<file path="src/flash_host_pkg.sv">
// constants for the parallel x16 nor flash host controller
// assumes a 40 MHz clock; all pin timing is counted in cycles of it
package flash_host_pkg;
    localparam int          CLK_MHZ      = 40;
    localparam int          ADDR_W       = 22;
    localparam int          DATA_W       = 16;
    // pin timing, figures in ns, cycle counts derived (least times round up)
    localparam int          WE_LOW_NS    = 40;
    localparam int          GLITCH_NS    = 5;
    localparam int          READ_CYC_NS  = 90;
    localparam int          RST_PULSE_NS = 500;
    localparam int          RST_REC_NS   = 50000;
    localparam logic [2:0]  WE_CYC       = 3'((WE_LOW_NS * CLK_MHZ + 999) / 1000);
    localparam logic [2:0]  RC_CYC       = 3'((READ_CYC_NS * CLK_MHZ + 999) / 1000);
    localparam logic [11:0] RP_CYC       = 12'((RST_PULSE_NS * CLK_MHZ + 999) / 1000);
    localparam logic [11:0] RHR_CYC      = 12'((RST_REC_NS * CLK_MHZ + 999) / 1000);
    // command addresses and codes (low byte only, upper byte driven to zero)
    localparam logic [21:0] ADDR_UNLOCK1 = 22'h000555;
    localparam logic [21:0] ADDR_UNLOCK2 = 22'h0002AA;
    localparam logic [21:0] ADDR_QRY_STD = 22'h000055;
    localparam logic [21:0] ADDR_ZERO    = 22'h000000;
    localparam logic [15:0] CMD_UNLOCK1  = 16'h00AA;
    localparam logic [15:0] CMD_UNLOCK2  = 16'h0055;
    localparam logic [15:0] CMD_PROGRAM  = 16'h00A0;
    localparam logic [15:0] CMD_ERASE    = 16'h0080;
    localparam logic [15:0] CMD_SECT_ER  = 16'h0050;
    localparam logic [15:0] CMD_CHIP_ER  = 16'h0010;
    localparam logic [15:0] CMD_QUERY    = 16'h0098;
    localparam logic [15:0] CMD_ID_ENTER = 16'h0090;
    localparam logic [15:0] CMD_EXIT     = 16'h00F0;
    localparam logic [15:0] CMD_SEC_ENTER= 16'h0088;
    localparam logic [15:0] CMD_SEC_LOCK = 16'h0085;
    localparam logic [15:0] CMD_ZERO     = 16'h0000;
    localparam int          TOGGLE_BIT   = 6;

    typedef enum logic [3:0] {
        OP_READ       = 4'h0,
        OP_PROGRAM    = 4'h1,
        OP_SECT_ERASE = 4'h2,
        OP_CHIP_ERASE = 4'h3,
        OP_QRY_STD    = 4'h4,
        OP_QRY_VENDOR = 4'h5,
        OP_MODE_EXIT  = 4'h6,
        OP_ID_ENTER   = 4'h7,
        OP_SEC_ENTER  = 4'h8,
        OP_SEC_EXIT   = 4'h9,
        OP_SEC_LOCK   = 4'hA,
        OP_HW_RESET   = 4'hB
    } op_t;
endpackage : flash_host_pkg
</file>
<file path="src/bus_cycle_if.sv">
// one flash bus cycle request between sequencer and pin engine
// assumes a single clock shared by both ends
interface bus_cycle_if;
    import flash_host_pkg::*;
    logic              req;
    logic              wr;
    logic [ADDR_W-1:0] addr;
    logic [DATA_W-1:0] wdata;
    logic              done;
    logic [DATA_W-1:0] rdata;
    modport master (output req, output wr, output addr, output wdata,
                    input done, input rdata);
    modport slave  (input req, input wr, input addr, input wdata,
                    output done, output rdata);
endinterface : bus_cycle_if

</file>
<file path="src/flash_cycle_engine.sv">
// pin engine: turns one cycle request into a timed ce/oe/we waveform
// assumes requests only arrive while idle (sequencer waits for done)
module flash_cycle_engine
    import flash_host_pkg::*;
(
    // clock and reset
    input  wire logic              clock,
    input  wire logic              rst_b,
    // request side
    bus_cycle_if.slave             cyc,
    // flash pins
    output logic                   ce_b,
    output logic                   oe_b,
    output logic                   we_b,
    output logic [ADDR_W-1:0]      addr,
    input  wire logic [DATA_W-1:0] dq_in,
    output logic [DATA_W-1:0]      dq_out,
    output logic                   dq_oe
);
    typedef enum logic [1:0] {
        ENG_IDLE   = 2'b00,
        ENG_SETUP  = 2'b01,
        ENG_STROBE = 2'b10,
        ENG_HOLD   = 2'b11
    } eng_state_t;

    eng_state_t        state_ff, nxt_state;
    logic [2:0]        cnt_ff, nxt_cnt;
    logic              wr_ff, nxt_wr;
    logic              ce_b_ff, nxt_ce_b, oe_b_ff, nxt_oe_b, we_b_ff, nxt_we_b;
    logic              dq_oe_ff, nxt_dq_oe, done_ff, nxt_done;
    logic [ADDR_W-1:0] addr_ff, nxt_addr;
    logic [DATA_W-1:0] dq_out_ff, nxt_dq_out, rdata_ff, nxt_rdata;

    always_comb begin
        nxt_state  = state_ff;
        nxt_cnt    = cnt_ff;
        nxt_wr     = wr_ff;
        nxt_ce_b   = ce_b_ff;
        nxt_oe_b   = oe_b_ff;
        nxt_we_b   = we_b_ff;
        nxt_dq_oe  = dq_oe_ff;
        nxt_addr   = addr_ff;
        nxt_dq_out = dq_out_ff;
        nxt_rdata  = rdata_ff;
        nxt_done   = 1'b0;
        unique case (state_ff)
            ENG_IDLE: begin
                if (cyc.req) begin
                    nxt_wr     = cyc.wr;
                    nxt_addr   = cyc.addr;
                    nxt_dq_out = cyc.wdata;
                    nxt_ce_b   = 1'b0;
                    nxt_dq_oe  = cyc.wr;
                    nxt_state  = ENG_SETUP;
                end
            end
            ENG_SETUP: begin
                // oe stays high through a write so the strobe is never inhibited
                if (wr_ff) begin
                    nxt_we_b = 1'b0;
                    nxt_cnt  = WE_CYC - 3'd1;
                end else begin
                    nxt_oe_b = 1'b0;
                    nxt_cnt  = RC_CYC - 3'd1;
                end
                nxt_state = ENG_STROBE;
            end
            ENG_STROBE: begin
                if (cnt_ff == 3'd0) begin
                    nxt_we_b = 1'b1;
                    nxt_oe_b = 1'b1;
                    if (!wr_ff) begin
                        nxt_rdata = dq_in;
                    end
                    nxt_state = ENG_HOLD;
                end else begin
                    nxt_cnt = cnt_ff - 3'd1;
                end
            end
            ENG_HOLD: begin
                // data held one cycle past the rising strobe edge
                nxt_ce_b  = 1'b1;
                nxt_dq_oe = 1'b0;
                nxt_done  = 1'b1;
                nxt_state = ENG_IDLE;
            end
        endcase
    end

    always_ff @(posedge clock or negedge rst_b) begin
        if (!rst_b) begin
            state_ff  <= ENG_IDLE;
            cnt_ff    <= 3'h0;
            wr_ff     <= 1'b0;
            ce_b_ff   <= 1'b1;
            oe_b_ff   <= 1'b1;
            we_b_ff   <= 1'b1;
            dq_oe_ff  <= 1'b0;
            done_ff   <= 1'b0;
            addr_ff   <= '0;
            dq_out_ff <= 16'h0000;
            rdata_ff  <= 16'h0000;
        end else begin
            state_ff  <= nxt_state;
            cnt_ff    <= nxt_cnt;
            wr_ff     <= nxt_wr;
            ce_b_ff   <= nxt_ce_b;
            oe_b_ff   <= nxt_oe_b;
            we_b_ff   <= nxt_we_b;
            dq_oe_ff  <= nxt_dq_oe;
            done_ff   <= nxt_done;
            addr_ff   <= nxt_addr;
            dq_out_ff <= nxt_dq_out;
            rdata_ff  <= nxt_rdata;
        end
    end

    assign ce_b      = ce_b_ff;
    assign oe_b      = oe_b_ff;
    assign we_b      = we_b_ff;
    assign addr      = addr_ff;
    assign dq_out    = dq_out_ff;
    assign dq_oe     = dq_oe_ff;
    assign cyc.done  = done_ff;
    assign cyc.rdata = rdata_ff;
endmodule : flash_cycle_engine

</file>
<file path="src/flash_host_ctrl.sv">
// host-side controller for a parallel x16 nor flash: command sequences,
// mode entry/exit, hardware reset and toggle-bit completion polling
// assumes flash inputs are synchronous to clock and the flash is the only load
module flash_host_ctrl
    import flash_host_pkg::*;
(
    // clock and reset
    input  wire logic                  clock,
    input  wire logic                  rst_b,
    // user command port
    input  wire logic                  cmd_valid,
    output logic                       cmd_ready,
    input  wire flash_host_pkg::op_t   cmd_op,
    input  wire logic [ADDR_W-1:0]     cmd_addr,
    input  wire logic [DATA_W-1:0]     cmd_wdata,
    output logic                       rsp_valid,
    output logic [DATA_W-1:0]          rsp_rdata,
    input  wire logic                  boot_protect,
    // flash pins
    output logic                       flash_ce_b,
    output logic                       flash_oe_b,
    output logic                       flash_we_b,
    output logic [ADDR_W-1:0]          flash_addr,
    input  wire logic [DATA_W-1:0]     flash_dq_in,
    output logic [DATA_W-1:0]          flash_dq_out,
    output logic                       flash_dq_oe,
    output logic                       flash_wp_b,
    output logic                       flash_rst_b
);
    import flash_host_pkg::*;

    typedef enum logic [2:0] {
        M_IDLE      = 3'b000,
        M_RST_LO    = 3'b001,
        M_RST_REC   = 3'b010,
        M_ISSUE     = 3'b011,
        M_WAIT      = 3'b100,
        M_POLL      = 3'b101,
        M_POLL_WAIT = 3'b110
    } main_state_t;

    bus_cycle_if cyc ();

    main_state_t       st_ff, nxt_st;
    op_t               op_ff, nxt_op;
    logic [ADDR_W-1:0] uaddr_ff, nxt_uaddr;
    logic [DATA_W-1:0] udata_ff, nxt_udata, rdata_ff, nxt_rdata;
    logic [2:0]        step_ff, nxt_step;
    logic [11:0]       cnt_ff, nxt_cnt;
    logic              prev_tog_ff, nxt_prev_tog, have_prev_ff, nxt_have_prev;
    logic              rsp_ff, nxt_rsp, frst_ff, nxt_frst, wp_ff;

    // cycles in each command; data read counts as one cycle
    function automatic logic [2:0] seq_len(input op_t op);
        unique case (op)
            OP_READ, OP_QRY_STD, OP_MODE_EXIT:      seq_len = 3'd1;
            OP_QRY_VENDOR, OP_ID_ENTER, OP_SEC_ENTER: seq_len = 3'd3;
            OP_PROGRAM, OP_SEC_EXIT, OP_SEC_LOCK:   seq_len = 3'd4;
            OP_SECT_ERASE, OP_CHIP_ERASE:           seq_len = 3'd6;
            default:                                seq_len = 3'd1;
        endcase
    endfunction : seq_len

    // address and data for one step; unlock prefix is shared by every command except read, standard query and mode exit
    function automatic logic [ADDR_W+DATA_W-1:0] seq_word(input op_t op, input logic [2:0] s,
                                                        input logic [ADDR_W-1:0] a,
                                                        input logic [DATA_W-1:0] d);
        logic [DATA_W-1:0] c;
        logic              is_erase;
        c        = CMD_ZERO;
        // only erases repeat the unlock pair; four-cycle commands carry their tail at step 3
        is_erase = (op == OP_SECT_ERASE) || (op == OP_CHIP_ERASE);
        unique case (op)
            OP_QRY_VENDOR: c = CMD_QUERY;
            OP_ID_ENTER:   c = CMD_ID_ENTER;
            OP_SEC_ENTER:  c = CMD_SEC_ENTER;
            OP_SEC_EXIT:   c = CMD_ID_ENTER;
            OP_SEC_LOCK:   c = CMD_SEC_LOCK;
            OP_PROGRAM:    c = CMD_PROGRAM;
            default:       c = CMD_ERASE;
        endcase
        if (op == OP_READ)
            seq_word = {a, d};
        else if (op == OP_QRY_STD)
            seq_word = {ADDR_QRY_STD, CMD_QUERY};
        else if (op == OP_MODE_EXIT)
            seq_word = {ADDR_ZERO, CMD_EXIT};
        else if (s == 3'd0 || (s == 3'd3 && is_erase))
            seq_word = {ADDR_UNLOCK1, CMD_UNLOCK1};
        else if (s == 3'd1 || s == 3'd4)
            seq_word = {ADDR_UNLOCK2, CMD_UNLOCK2};
        else if (s == 3'd2)
            seq_word = {ADDR_UNLOCK1, c};
        else if (op == OP_PROGRAM)
            seq_word = {a, d};
        else if (op == OP_SECT_ERASE)
            seq_word = {a, CMD_SECT_ER};
        else if (op == OP_CHIP_ERASE)
            seq_word = {ADDR_UNLOCK1, CMD_CHIP_ER};
        else
            seq_word = {ADDR_ZERO, CMD_ZERO};
    endfunction : seq_word

    // operations that start an internal write and must be polled
    function automatic logic needs_poll(input op_t op);
        needs_poll = (op == OP_PROGRAM) || (op == OP_SECT_ERASE) ||
                     (op == OP_CHIP_ERASE) || (op == OP_SEC_LOCK);
    endfunction : needs_poll

    logic [ADDR_W+DATA_W-1:0] word;
    assign word      = seq_word(op_ff, step_ff, uaddr_ff, udata_ff);
    assign cyc.req   = (st_ff == M_ISSUE) || (st_ff == M_POLL);
    assign cyc.wr    = (st_ff == M_ISSUE) && (op_ff != OP_READ);
    assign cyc.addr  = (st_ff == M_POLL) ? uaddr_ff : word[ADDR_W+DATA_W-1:DATA_W];
    assign cyc.wdata = word[DATA_W-1:0];
    assign cmd_ready = (st_ff == M_IDLE);

    always_comb begin
        nxt_st        = st_ff;
        nxt_op        = op_ff;
        nxt_uaddr     = uaddr_ff;
        nxt_udata     = udata_ff;
        nxt_rdata     = rdata_ff;
        nxt_step      = step_ff;
        nxt_cnt       = cnt_ff;
        nxt_prev_tog  = prev_tog_ff;
        nxt_have_prev = have_prev_ff;
        nxt_frst      = frst_ff;
        nxt_rsp       = 1'b0;
        unique case (st_ff)
            M_IDLE: begin
                if (cmd_valid) begin
                    nxt_op    = cmd_op;
                    nxt_uaddr = cmd_addr;
                    nxt_udata = cmd_wdata;
                    nxt_step  = 3'd0;
                    nxt_cnt   = 12'h000;
                    if (cmd_op == OP_HW_RESET) begin
                        nxt_frst = 1'b0;
                        nxt_st   = M_RST_LO;
                    end else begin
                        nxt_st = M_ISSUE;
                    end
                end
            end
            M_RST_LO: begin
                if (cnt_ff == RP_CYC - 12'd1) begin
                    nxt_frst = 1'b1;
                    nxt_cnt  = 12'h000;
                    nxt_st   = M_RST_REC;
                end else begin
                    nxt_cnt = cnt_ff + 12'd1;
                end
            end
            M_RST_REC: begin
                // no bus activity until the part has recovered
                if (cnt_ff == RHR_CYC - 12'd1) begin
                    nxt_rsp = (op_ff == OP_HW_RESET);
                    nxt_st  = M_IDLE;
                end else begin
                    nxt_cnt = cnt_ff + 12'd1;
                end
            end
            M_ISSUE: nxt_st = M_WAIT;
            M_WAIT: begin
                if (cyc.done) begin
                    if (step_ff == seq_len(op_ff) - 3'd1) begin
                        nxt_rdata = cyc.rdata;
                        if (needs_poll(op_ff)) begin
                            nxt_have_prev = 1'b0;
                            nxt_st        = M_POLL;
                        end else begin
                            nxt_rsp = 1'b1;
                            nxt_st  = M_IDLE;
                        end
                    end else begin
                        nxt_step = step_ff + 3'd1;
                        nxt_st   = M_ISSUE;
                    end
                end
            end
            M_POLL: nxt_st = M_POLL_WAIT;
            M_POLL_WAIT: begin
                // complement-poll bit is unreliable in the security space,
                // so completion is two equal toggle bits for every operation
                if (cyc.done) begin
                    nxt_rdata = cyc.rdata;
                    if (have_prev_ff && prev_tog_ff == cyc.rdata[TOGGLE_BIT]) begin
                        nxt_rsp = 1'b1;
                        nxt_st  = M_IDLE;
                    end else begin
                        nxt_prev_tog  = cyc.rdata[TOGGLE_BIT];
                        nxt_have_prev = 1'b1;
                        nxt_st        = M_POLL;
                    end
                end
            end
            default: nxt_st = M_IDLE;
        endcase
    end

    always_ff @(posedge clock or negedge rst_b) begin
        if (!rst_b) begin
            st_ff        <= M_RST_LO;
            op_ff        <= OP_READ;
            uaddr_ff     <= '0;
            udata_ff     <= 16'h0000;
            rdata_ff     <= 16'h0000;
            step_ff      <= 3'h0;
            cnt_ff       <= 12'h000;
            prev_tog_ff  <= 1'b0;
            have_prev_ff <= 1'b0;
            rsp_ff       <= 1'b0;
            frst_ff      <= 1'b0;
            wp_ff        <= 1'b0;
        end else begin
            st_ff        <= nxt_st;
            op_ff        <= nxt_op;
            uaddr_ff     <= nxt_uaddr;
            udata_ff     <= nxt_udata;
            rdata_ff     <= nxt_rdata;
            step_ff      <= nxt_step;
            cnt_ff       <= nxt_cnt;
            prev_tog_ff  <= nxt_prev_tog;
            have_prev_ff <= nxt_have_prev;
            rsp_ff       <= nxt_rsp;
            frst_ff      <= nxt_frst;
            wp_ff        <= !boot_protect;
        end
    end

    assign rsp_valid   = rsp_ff;
    assign rsp_rdata   = rdata_ff;
    assign flash_rst_b = frst_ff;
    assign flash_wp_b  = wp_ff;

    flash_cycle_engine u_engine (
        .clock  (clock),
        .rst_b  (rst_b),
        .cyc    (cyc.slave),
        .ce_b   (flash_ce_b),
        .oe_b   (flash_oe_b),
        .we_b   (flash_we_b),
        .addr   (flash_addr),
        .dq_in  (flash_dq_in),
        .dq_out (flash_dq_out),
        .dq_oe  (flash_dq_oe)
    );
endmodule : flash_host_ctrl

</file>
<file path="config.mk">
export PLATFORM = sky130hd
export DESIGN_NAME = flash_host_ctrl
export DESIGN_NICKNAME = d
export VERILOG_FILES = /design/src/flash_host_pkg.sv /design/src/bus_cycle_if.sv /design/src/flash_cycle_engine.sv /design/src/flash_host_ctrl.sv
export SDC_FILE = /design/constraint.sdc
export NUM_CORES = 1
export LEC_CHECK = 0
export ABC_CLOCK_PERIOD_IN_PS = 7400
export BUFFER_PORTS_ARGS = -buffer_cell sky130_fd_sc_hd__clkbuf_2
export CAP_MARGIN = 20
export CORE_UTILIZATION = 40
export CTS_CLUSTER_SIZE = 24
export DETAILED_ROUTE_END_ITERATION = 10
export GPL_TIMING_DRIVEN = 1
export SETUP_SLACK_MARGIN = 0.05
export SLEW_MARGIN = 20
export SYNTH_ARGS = -nofsm -noshare
export SYNTH_HDL_FRONTEND = slang
export SYNTH_SLANG_ARGS = --single-unit
export TNS_END_PERCENT = 5
</file>
<file path="constraint.sdc">
create_clock -name clock -period 7.4 [get_ports clock]
set_clock_uncertainty 0.1 [all_clocks]
set_input_delay 1.48 -clock clock [delete_from_list [all_inputs] [get_ports clock]]
set_output_delay 1.48 -clock clock [all_outputs]
set_load 0.01 [all_outputs]
</file>
=== After elaboration in Yosys (flattened, before gate mapping) ===
Memory sizes are Yosys's and may differ from the RTL's.
Cells that the tools add are included.

* Register bits: 146
* Bits in read-only memories: 48
* Logic and storage cells: 182
* Memories: 1

* Add/subtract/negate cells: 4
* Eq/ne operators: 45
* Muxes and demuxes: 68
* Bitwise logic cells: 2
* Reductions and logical operators: 39

{| class="wikitable"
|+ Memory list
! name !! depth !! bits a word !! read ports !! clocked after memory_dff !! write ports !! line !! source
|-
| (name not given) || 16 || 3 || 1 || 0 || 0 || flash_host_ctrl.sv:55 || <nowiki>unique case (op)</nowiki>
|}

{| class="wikitable"
|+ Operators with widths
! kind !! number
|-
| 38-bit 2-to-1 mux || 8
|-
| 16-bit 2-to-1 mux || 3
|-
| 3-bit 2-to-1 mux || 14
|-
| 12-bit 2-to-1 mux || 3
|-
| 12-bit one-hot mux with 3 select lines || 1
|-
| 16-bit one-hot mux with 2 select lines || 1
|-
| 6-bit one-hot mux with 5 select lines || 1
|-
| 27-bit 2-to-1 mux || 1
|-
| 22-bit 2-to-1 mux || 1
|-
| 2-bit != test, second input constant || 11
|-
| 3-bit one-hot mux with 7 select lines || 1
|-
| 4-bit == test, second input constant || 5
|-
| 1-bit 2-to-1 mux || 20
|-
| 4-bit by 3-bit == test with 1-bit output, second input constant || 4
|-
| 3-bit AND reduction || 5
|-
| 12-bit by 1-bit adder with 12-bit output, second input constant || 1
|-
| 12-bit by 11-bit == test with 1-bit output, second input constant || 1
|-
| 12-bit by 5-bit == test with 1-bit output, second input constant || 1
|-
| 3-bit by 2-bit == test with 1-bit output, second input constant || 4
|-
| 3-bit == test, second input constant || 4
|-
| 1-bit one-hot mux with 2 select lines || 6
|-
| 3-bit one-hot mux with 2 select lines || 2
|-
| 4-bit AND reduction || 3
|-
| 2-bit by 1-bit != test with 1-bit output, second input constant || 5
|-
| other kinds (26) || 52
|}

=== Depth between registers and ports, before layout ===
* Depth after elaboration: 11
* Gate-level depth with buffers: 12

=== By module ===
Synthesis repeated with hierarchy kept, for this count alone.

* Cells, all modules: 689
* Area, all modules: 7245.7 sq um

{| class="wikitable"
|+ By module, submodules not included
! module !! times used !! cells an instance !! area each (sq um)
|-
| flash_host_ctrl || 1 || 522 || 4604.4
|-
| flash_cycle_engine || 1 || 167 || 2641.3
|}

=== Worst setup path before layout ===
Ideal clock, no wire load.

* Path type: input to register
* From: in cmd_valid
* To: reg op_ff[2]
* Setup time: 125 ps
* Arrival time: 2809 ps
* Required time: 7175 ps
* Setup slack: 4366 ps
* Stages on the path: 5
* Cell sequence: nor2b_1 -> and2_1 -> clkbuf_1 -> clkbuf_1 -> mux2_2

* Cells in the longest elaborated chain, start to end: 1

{| class="wikitable"
|+ Ends and longest elaborated chain
! what !! line !! source
|-
| start: declaration || flash_host_ctrl.sv:11 || <nowiki>input wire logic cmd_valid,</nowiki>
|-
| 2-bit AND reduction (no line) || -- ||
|-
| end signal: assignment || flash_host_ctrl.sv:218 || <nowiki>op_ff <= nxt_op;</nowiki>
|-
| end: declaration || flash_host_ctrl.sv:45 || <nowiki>op_t op_ff, nxt_op;</nowiki>
|}

No other way between the ends.
A chain may end at the register's enable or synchronous reset.

=== Worst setup path after layout ===
* From: reg op_ff[0]
* To: reg rdata_ff[13], in the netlist rsp_rdata[13]

* Cells in the longest elaborated chain, start to end: 7

{| class="wikitable"
|+ Ends and longest elaborated chain
! what !! line !! source
|-
| memory 16 x 3 bit || -- ||
|-
| 3-bit 2-to-1 mux || flash_host_ctrl.sv:166 || <nowiki>if (cyc.done) begin</nowiki>
|-
| 3-bit 2-to-1 mux || flash_host_ctrl.sv:130 || <nowiki>unique case (st_ff)</nowiki>
|-
| 3-bit by 1-bit subtractor with 3-bit output || flash_host_ctrl.sv:167 || <nowiki>if (step_ff == seq_len(op_ff) - 3'd1) begin</nowiki>
|-
| 3-bit == test || flash_host_ctrl.sv:167 ||
|-
| 2-bit != test (no line) || -- ||
|-
| 4-bit AND reduction (no line) || -- ||
|-
| end signal: assignment || flash_host_ctrl.sv:221 || <nowiki>rdata_ff <= nxt_rdata;</nowiki>
|-
| end: declaration || flash_host_ctrl.sv:47 || <nowiki>logic [DATA_W-1:0] udata_ff, nxt_udata, rdata_ff, nxt_rdata;</nowiki>
|}

No other way between the ends. The select of a mux whose other input is x is not followed.

==> metrics.log <==
[metrics] area overhead of the layout relative to synthesis: 19.54%
[metrics] Worst slew margin: 35.22%
[metrics] Layout Utilization: 49.55%
[metrics] GRT Residual Overflow: 0
[metrics] filler cell count in the final layout: 1555
[metrics] DR WL met2: 7956 um
[metrics] RSZ-0062 raised after global routing: false
[metrics] Worst Setup Path Type: reg2reg
[metrics] worst setup slack for register-to-register paths: 3560 ps
[metrics] post-cts hold buffer count: 0
[metrics] Post-synth ARST share: 100.0%
[metrics] worst-case setup margin in the final layout: 3557 ps
[metrics] drt wl/cell: 16.79 um
[metrics] Power Density: 422.3 nW/um2
[metrics] number of primary I/O pins: 124
[metrics] netlist area before placement: 6947 um2
[metrics] routed wire length: 16230 um
[metrics] clock sink count: 146
[metrics] most used flip-flop cell after synthesis: sky130_fd_sc_hd__dfrtp_1
[metrics] kind of start point of the critical path: flip-flop
[metrics] initial antenna violation count: 0
[metrics] run status: complete, no violations
[metrics] total core area: 16760 um2
[metrics] number of placement rows: 47
[metrics] total internal power: 2207 uW
[metrics] Data arrival, critical path: 4040 ps
[metrics] number of enable flip-flop cells after synthesis: 0
[metrics] routability congestion estimate: 0.8477
[metrics] total track usage: 19.30%
[metrics] per-cell via count in the routed design: 5.352
[metrics] mean instance size in the synthesized netlist: 11.17 um2
[metrics] antenna violation net count after detailed routing: 0
[metrics] part of the total power dissipated in combinational logic: 37.0%
[metrics] via total after detailed routing: 5175
[metrics] wire length the detailed router placed on met1: 7314 um
[metrics] number of instances in the synthesized netlist: 622
[metrics] first-pass GRT wire length: 27080 um
[metrics] drt pass-1 iters: 5
[metrics] Hold Crit Depth: 2
[metrics] path type of the worst min-delay path: reg2reg
[metrics] power dissipated by switching net loads: 1300 uW
[metrics] worst setup slack before clock tree synthesis: 3608 ps
[metrics] detailed route wirelength on metal3: 845 um
[metrics] CTS root buffer: sky130_fd_sc_hd__clkbuf_16
[metrics] nets@finish: 815
[metrics] Synthesis Warnings: 0
[metrics] time the final worst path needs with I/O delays and setup: 3843 ps
[metrics] clock tree from TritonCTS: yes
[metrics] post-cts resize count: 0
[metrics] reg-to-reg endpoint: rsp_rdata[13]
[metrics] Final Max Tran Viols: 0
[metrics] H-tree depth: 4
[metrics] Vert. Die Dim: 133.8 um
[metrics] required time of the worst setup path: 7600 ps
[metrics] half-perimeter wire length after detailed placement: 11120 um
[metrics] total nets after synthesis: 703
[metrics] Clk Latency, worst-skew pair: 410 ps
[metrics] via count of the first global-routing pass: 5325
[metrics] Static Leak: 0.003907 uW
[metrics] number of CTS-inserted buffers: 17
[metrics] ant diodes: 0
[metrics] clock network fraction of total power: 24.1%
[metrics] violation count after the first detailed-route iteration: 319
[metrics] Min-Delay Startpoint: uaddr_ff[11]
[metrics] number of register bits inferred by synthesis: 146
[metrics] buffer levels on the longest clock path: 2
[metrics] area of the die: 17900 um2
[metrics] maximum number of pins on one net before global-route repair: 76
[metrics] post-route fraction of the period consumed by the critical path: 51.93%
[metrics] final standard cell area without fillers: 8304 um2
[metrics] proportion of power drawn by flip-flops and latches: 38.9%
[metrics] DP Area: 7719 um2
[metrics] Max Fanout on Critical Path: 16
[metrics] Highest Signal Layer: met4
[metrics] fraction of layout instances using a drive strength above 1: 33.20%
[metrics] switching portion of total power: 37.07%
[metrics] number of buffers added on ports: 123
[metrics] largest vdd supply drop: 0.1951 mV
[metrics] width of the die: 133.8 um
[metrics] Fin Setup TNS: 0 ps
[metrics] startpoint of the worst-slack reg-to-reg timing path: op_ff[0]
[metrics] DRC: 0
[metrics] Cell variety after synth: 63
[metrics] final hold violation count: 0
[metrics] setup bufs post-CTS: 0
[metrics] Power, Total: 3507 uW
[metrics] transition time at the pin with the least slew margin: 971.7 ps
[metrics] starting density of the core: 41.45%
[metrics] clock slew seen by the registers of the worst setup and hold paths: 60 ps
[metrics] type of element capturing the critical path: flip-flop
[metrics] Reg2Reg Depth: 9
[metrics] Hold Path End: u_engine.addr[11]
[metrics] sequential area share after synthesis: 52.67%
[metrics] highest clock rate: 0.2602 GHz
[metrics] maxcap violations: 0
[metrics] total of endpoints with negative setup slack in the final report: 0
==> logic make-up after synthesis <==
logic type | count (synthesis) | share of synthesized area (%)
and+or+nand+nor | 177 | 12.77
DFF | 146 | 52.67
AOI/OAI and AO/OA | 140 | 13.42
muxes | 77 | 12.93
buffers and inverters | 51 | 3.278
adders and majority gates | 19 | 3.422
xor gates and xnor gates | 12 | 1.513
==> per-stage QoR <==
step / hold slack, ps / cells
2_1_floorplan: 355.3 / 622
3_3_place_gp: 359.5 / 935
3_5_place_dp: 367.6 / 935
4_1_cts: 383.6 / 967
5_1_grt: 402.0 / 967
6_report: 381.4 / 967
==> worst max-delay path: stages, from the launching register on <==
cell	delay, ps
sky130_fd_sc_hd__dfrtp_1	410
sky130_fd_sc_hd__inv_1	140
sky130_fd_sc_hd__ha_1	250
sky130_fd_sc_hd__nor2b_1	550
sky130_fd_sc_hd__nor3_1	120
sky130_fd_sc_hd__ha_1	340
sky130_fd_sc_hd__xor2_1	380
sky130_fd_sc_hd__and4_1	250
sky130_fd_sc_hd__a22o_1	770
sky130_fd_sc_hd__mux2_2	420
==> cell usage in the layout, fill, tap and decap left out, drive strengths merged, types with 4 or more instances in the layout <==
master,synthesis,final
a21o,5,5
clkinvlp,0,4
dfstp,4,4
o22ai,6,6
and3,8,8
a21oi,29,29
clkbuf,27,142
nor3b,4,4
or3,4,4
mux2i,5,5
o211ai,5,5
and2,9,9
clkinv,0,4
nand2,64,64
o31ai,4,4
nor2,26,26
nand4,6,6
ha,19,19
xor2,10,10
dfrtp,142,142
a22o,13,13
o21ai,39,39
a31o,4,4
inv,17,19
mux2,72,72
nand3,22,22
nor2b,8,8
buf,7,5
nand2b,7,7
nor3,6,6
a31oi,9,9
==> power by group through the flow <==
stage	logic, uW	registers, uW	clock network, uW
floorplan	945	1330	0
finish	1300	1370	844
CTS	1310	1370	864
global route	1450	1410	901
global placement	1260	1360	0
detailed placement	1300	1380	0
==> per-layer routing <==
layer	vias up	track usage (%)
met5	-	0
met4	0	5.619
met3	8	5.745
met2	137	31.32
met1	2577	24.90
li1	2453	-
==> registers in the layout, indices dropped and copies added, names as in the netlist, 2 cells and up <==
signal,count
u_engine.addr,22
cnt_ff,12
st_ff,3
u_engine.cyc.rdata,16
rsp_rdata,16
op_ff,4
udata_ff,16
u_engine.cnt_ff,3
u_engine.dq_out,16
uaddr_ff,22
step_ff,3
u_engine.state_ff,2
==> worst max path at each step <==
stage,start,end
after floorplan,cmd_valid,op_ff[2]
after global routing,op_ff[0],rsp_rdata[12]
after CTS,op_ff[0],rsp_rdata[13]
after detailed placement,op_ff[0],rsp_rdata[13]
after global placement,op_ff[0],rsp_rdata[13]
final,op_ff[0],rsp_rdata[13]
==> synth_stat cells (5+ instances only) <==
cell type | count | share of area [%]
sky130_fd_sc_hd__o211ai_1 | 5 | 0.54
sky130_fd_sc_hd__ha_1 | 19 | 3.4
sky130_fd_sc_hd__a22o_1 | 13 | 1.6
sky130_fd_sc_hd__mux2i_1 | 5 | 0.72
sky130_fd_sc_hd__nor2b_1 | 8 | 0.72
sky130_fd_sc_hd__nand2_1 | 64 | 3.5
sky130_fd_sc_hd__nand3_1 | 22 | 1.6
sky130_fd_sc_hd__and2_1 | 9 | 0.81
sky130_fd_sc_hd__mux2_4 | 10 | 2.2
sky130_fd_sc_hd__nand4_1 | 6 | 0.54
sky130_fd_sc_hd__and3_1 | 8 | 0.72
sky130_fd_sc_hd__mux2_2 | 62 | 10
sky130_fd_sc_hd__nor2_1 | 26 | 1.4
sky130_fd_sc_hd__inv_1 | 17 | 0.92
sky130_fd_sc_hd__o21ai_0 | 38 | 2.7
sky130_fd_sc_hd__a31oi_1 | 9 | 0.81
sky130_fd_sc_hd__xor2_1 | 10 | 1.3
sky130_fd_sc_hd__clkbuf_1 | 27 | 1.5
sky130_fd_sc_hd__nor3_1 | 6 | 0.43
sky130_fd_sc_hd__nand2b_1 | 7 | 0.63
sky130_fd_sc_hd__dfrtp_1 | 142 | 51
sky130_fd_sc_hd__a21o_1 | 5 | 0.54
sky130_fd_sc_hd__a21oi_1 | 29 | 2.1
sky130_fd_sc_hd__o22ai_1 | 6 | 0.54
==> final cells by class <==
class	count	area (um2)	area share (%)
inverter	17	63.81	0.7684
timing repair buffer	127	651.9	7.850
multi-input combinational	425	3077	37.05
clock buffer	20	446.7	5.379
sequential	146	3659	44.06
tap	220	275.3	3.315
clock inverter	12	131.4	1.582
Note: power is estimated with default switching activity, not from simulation.
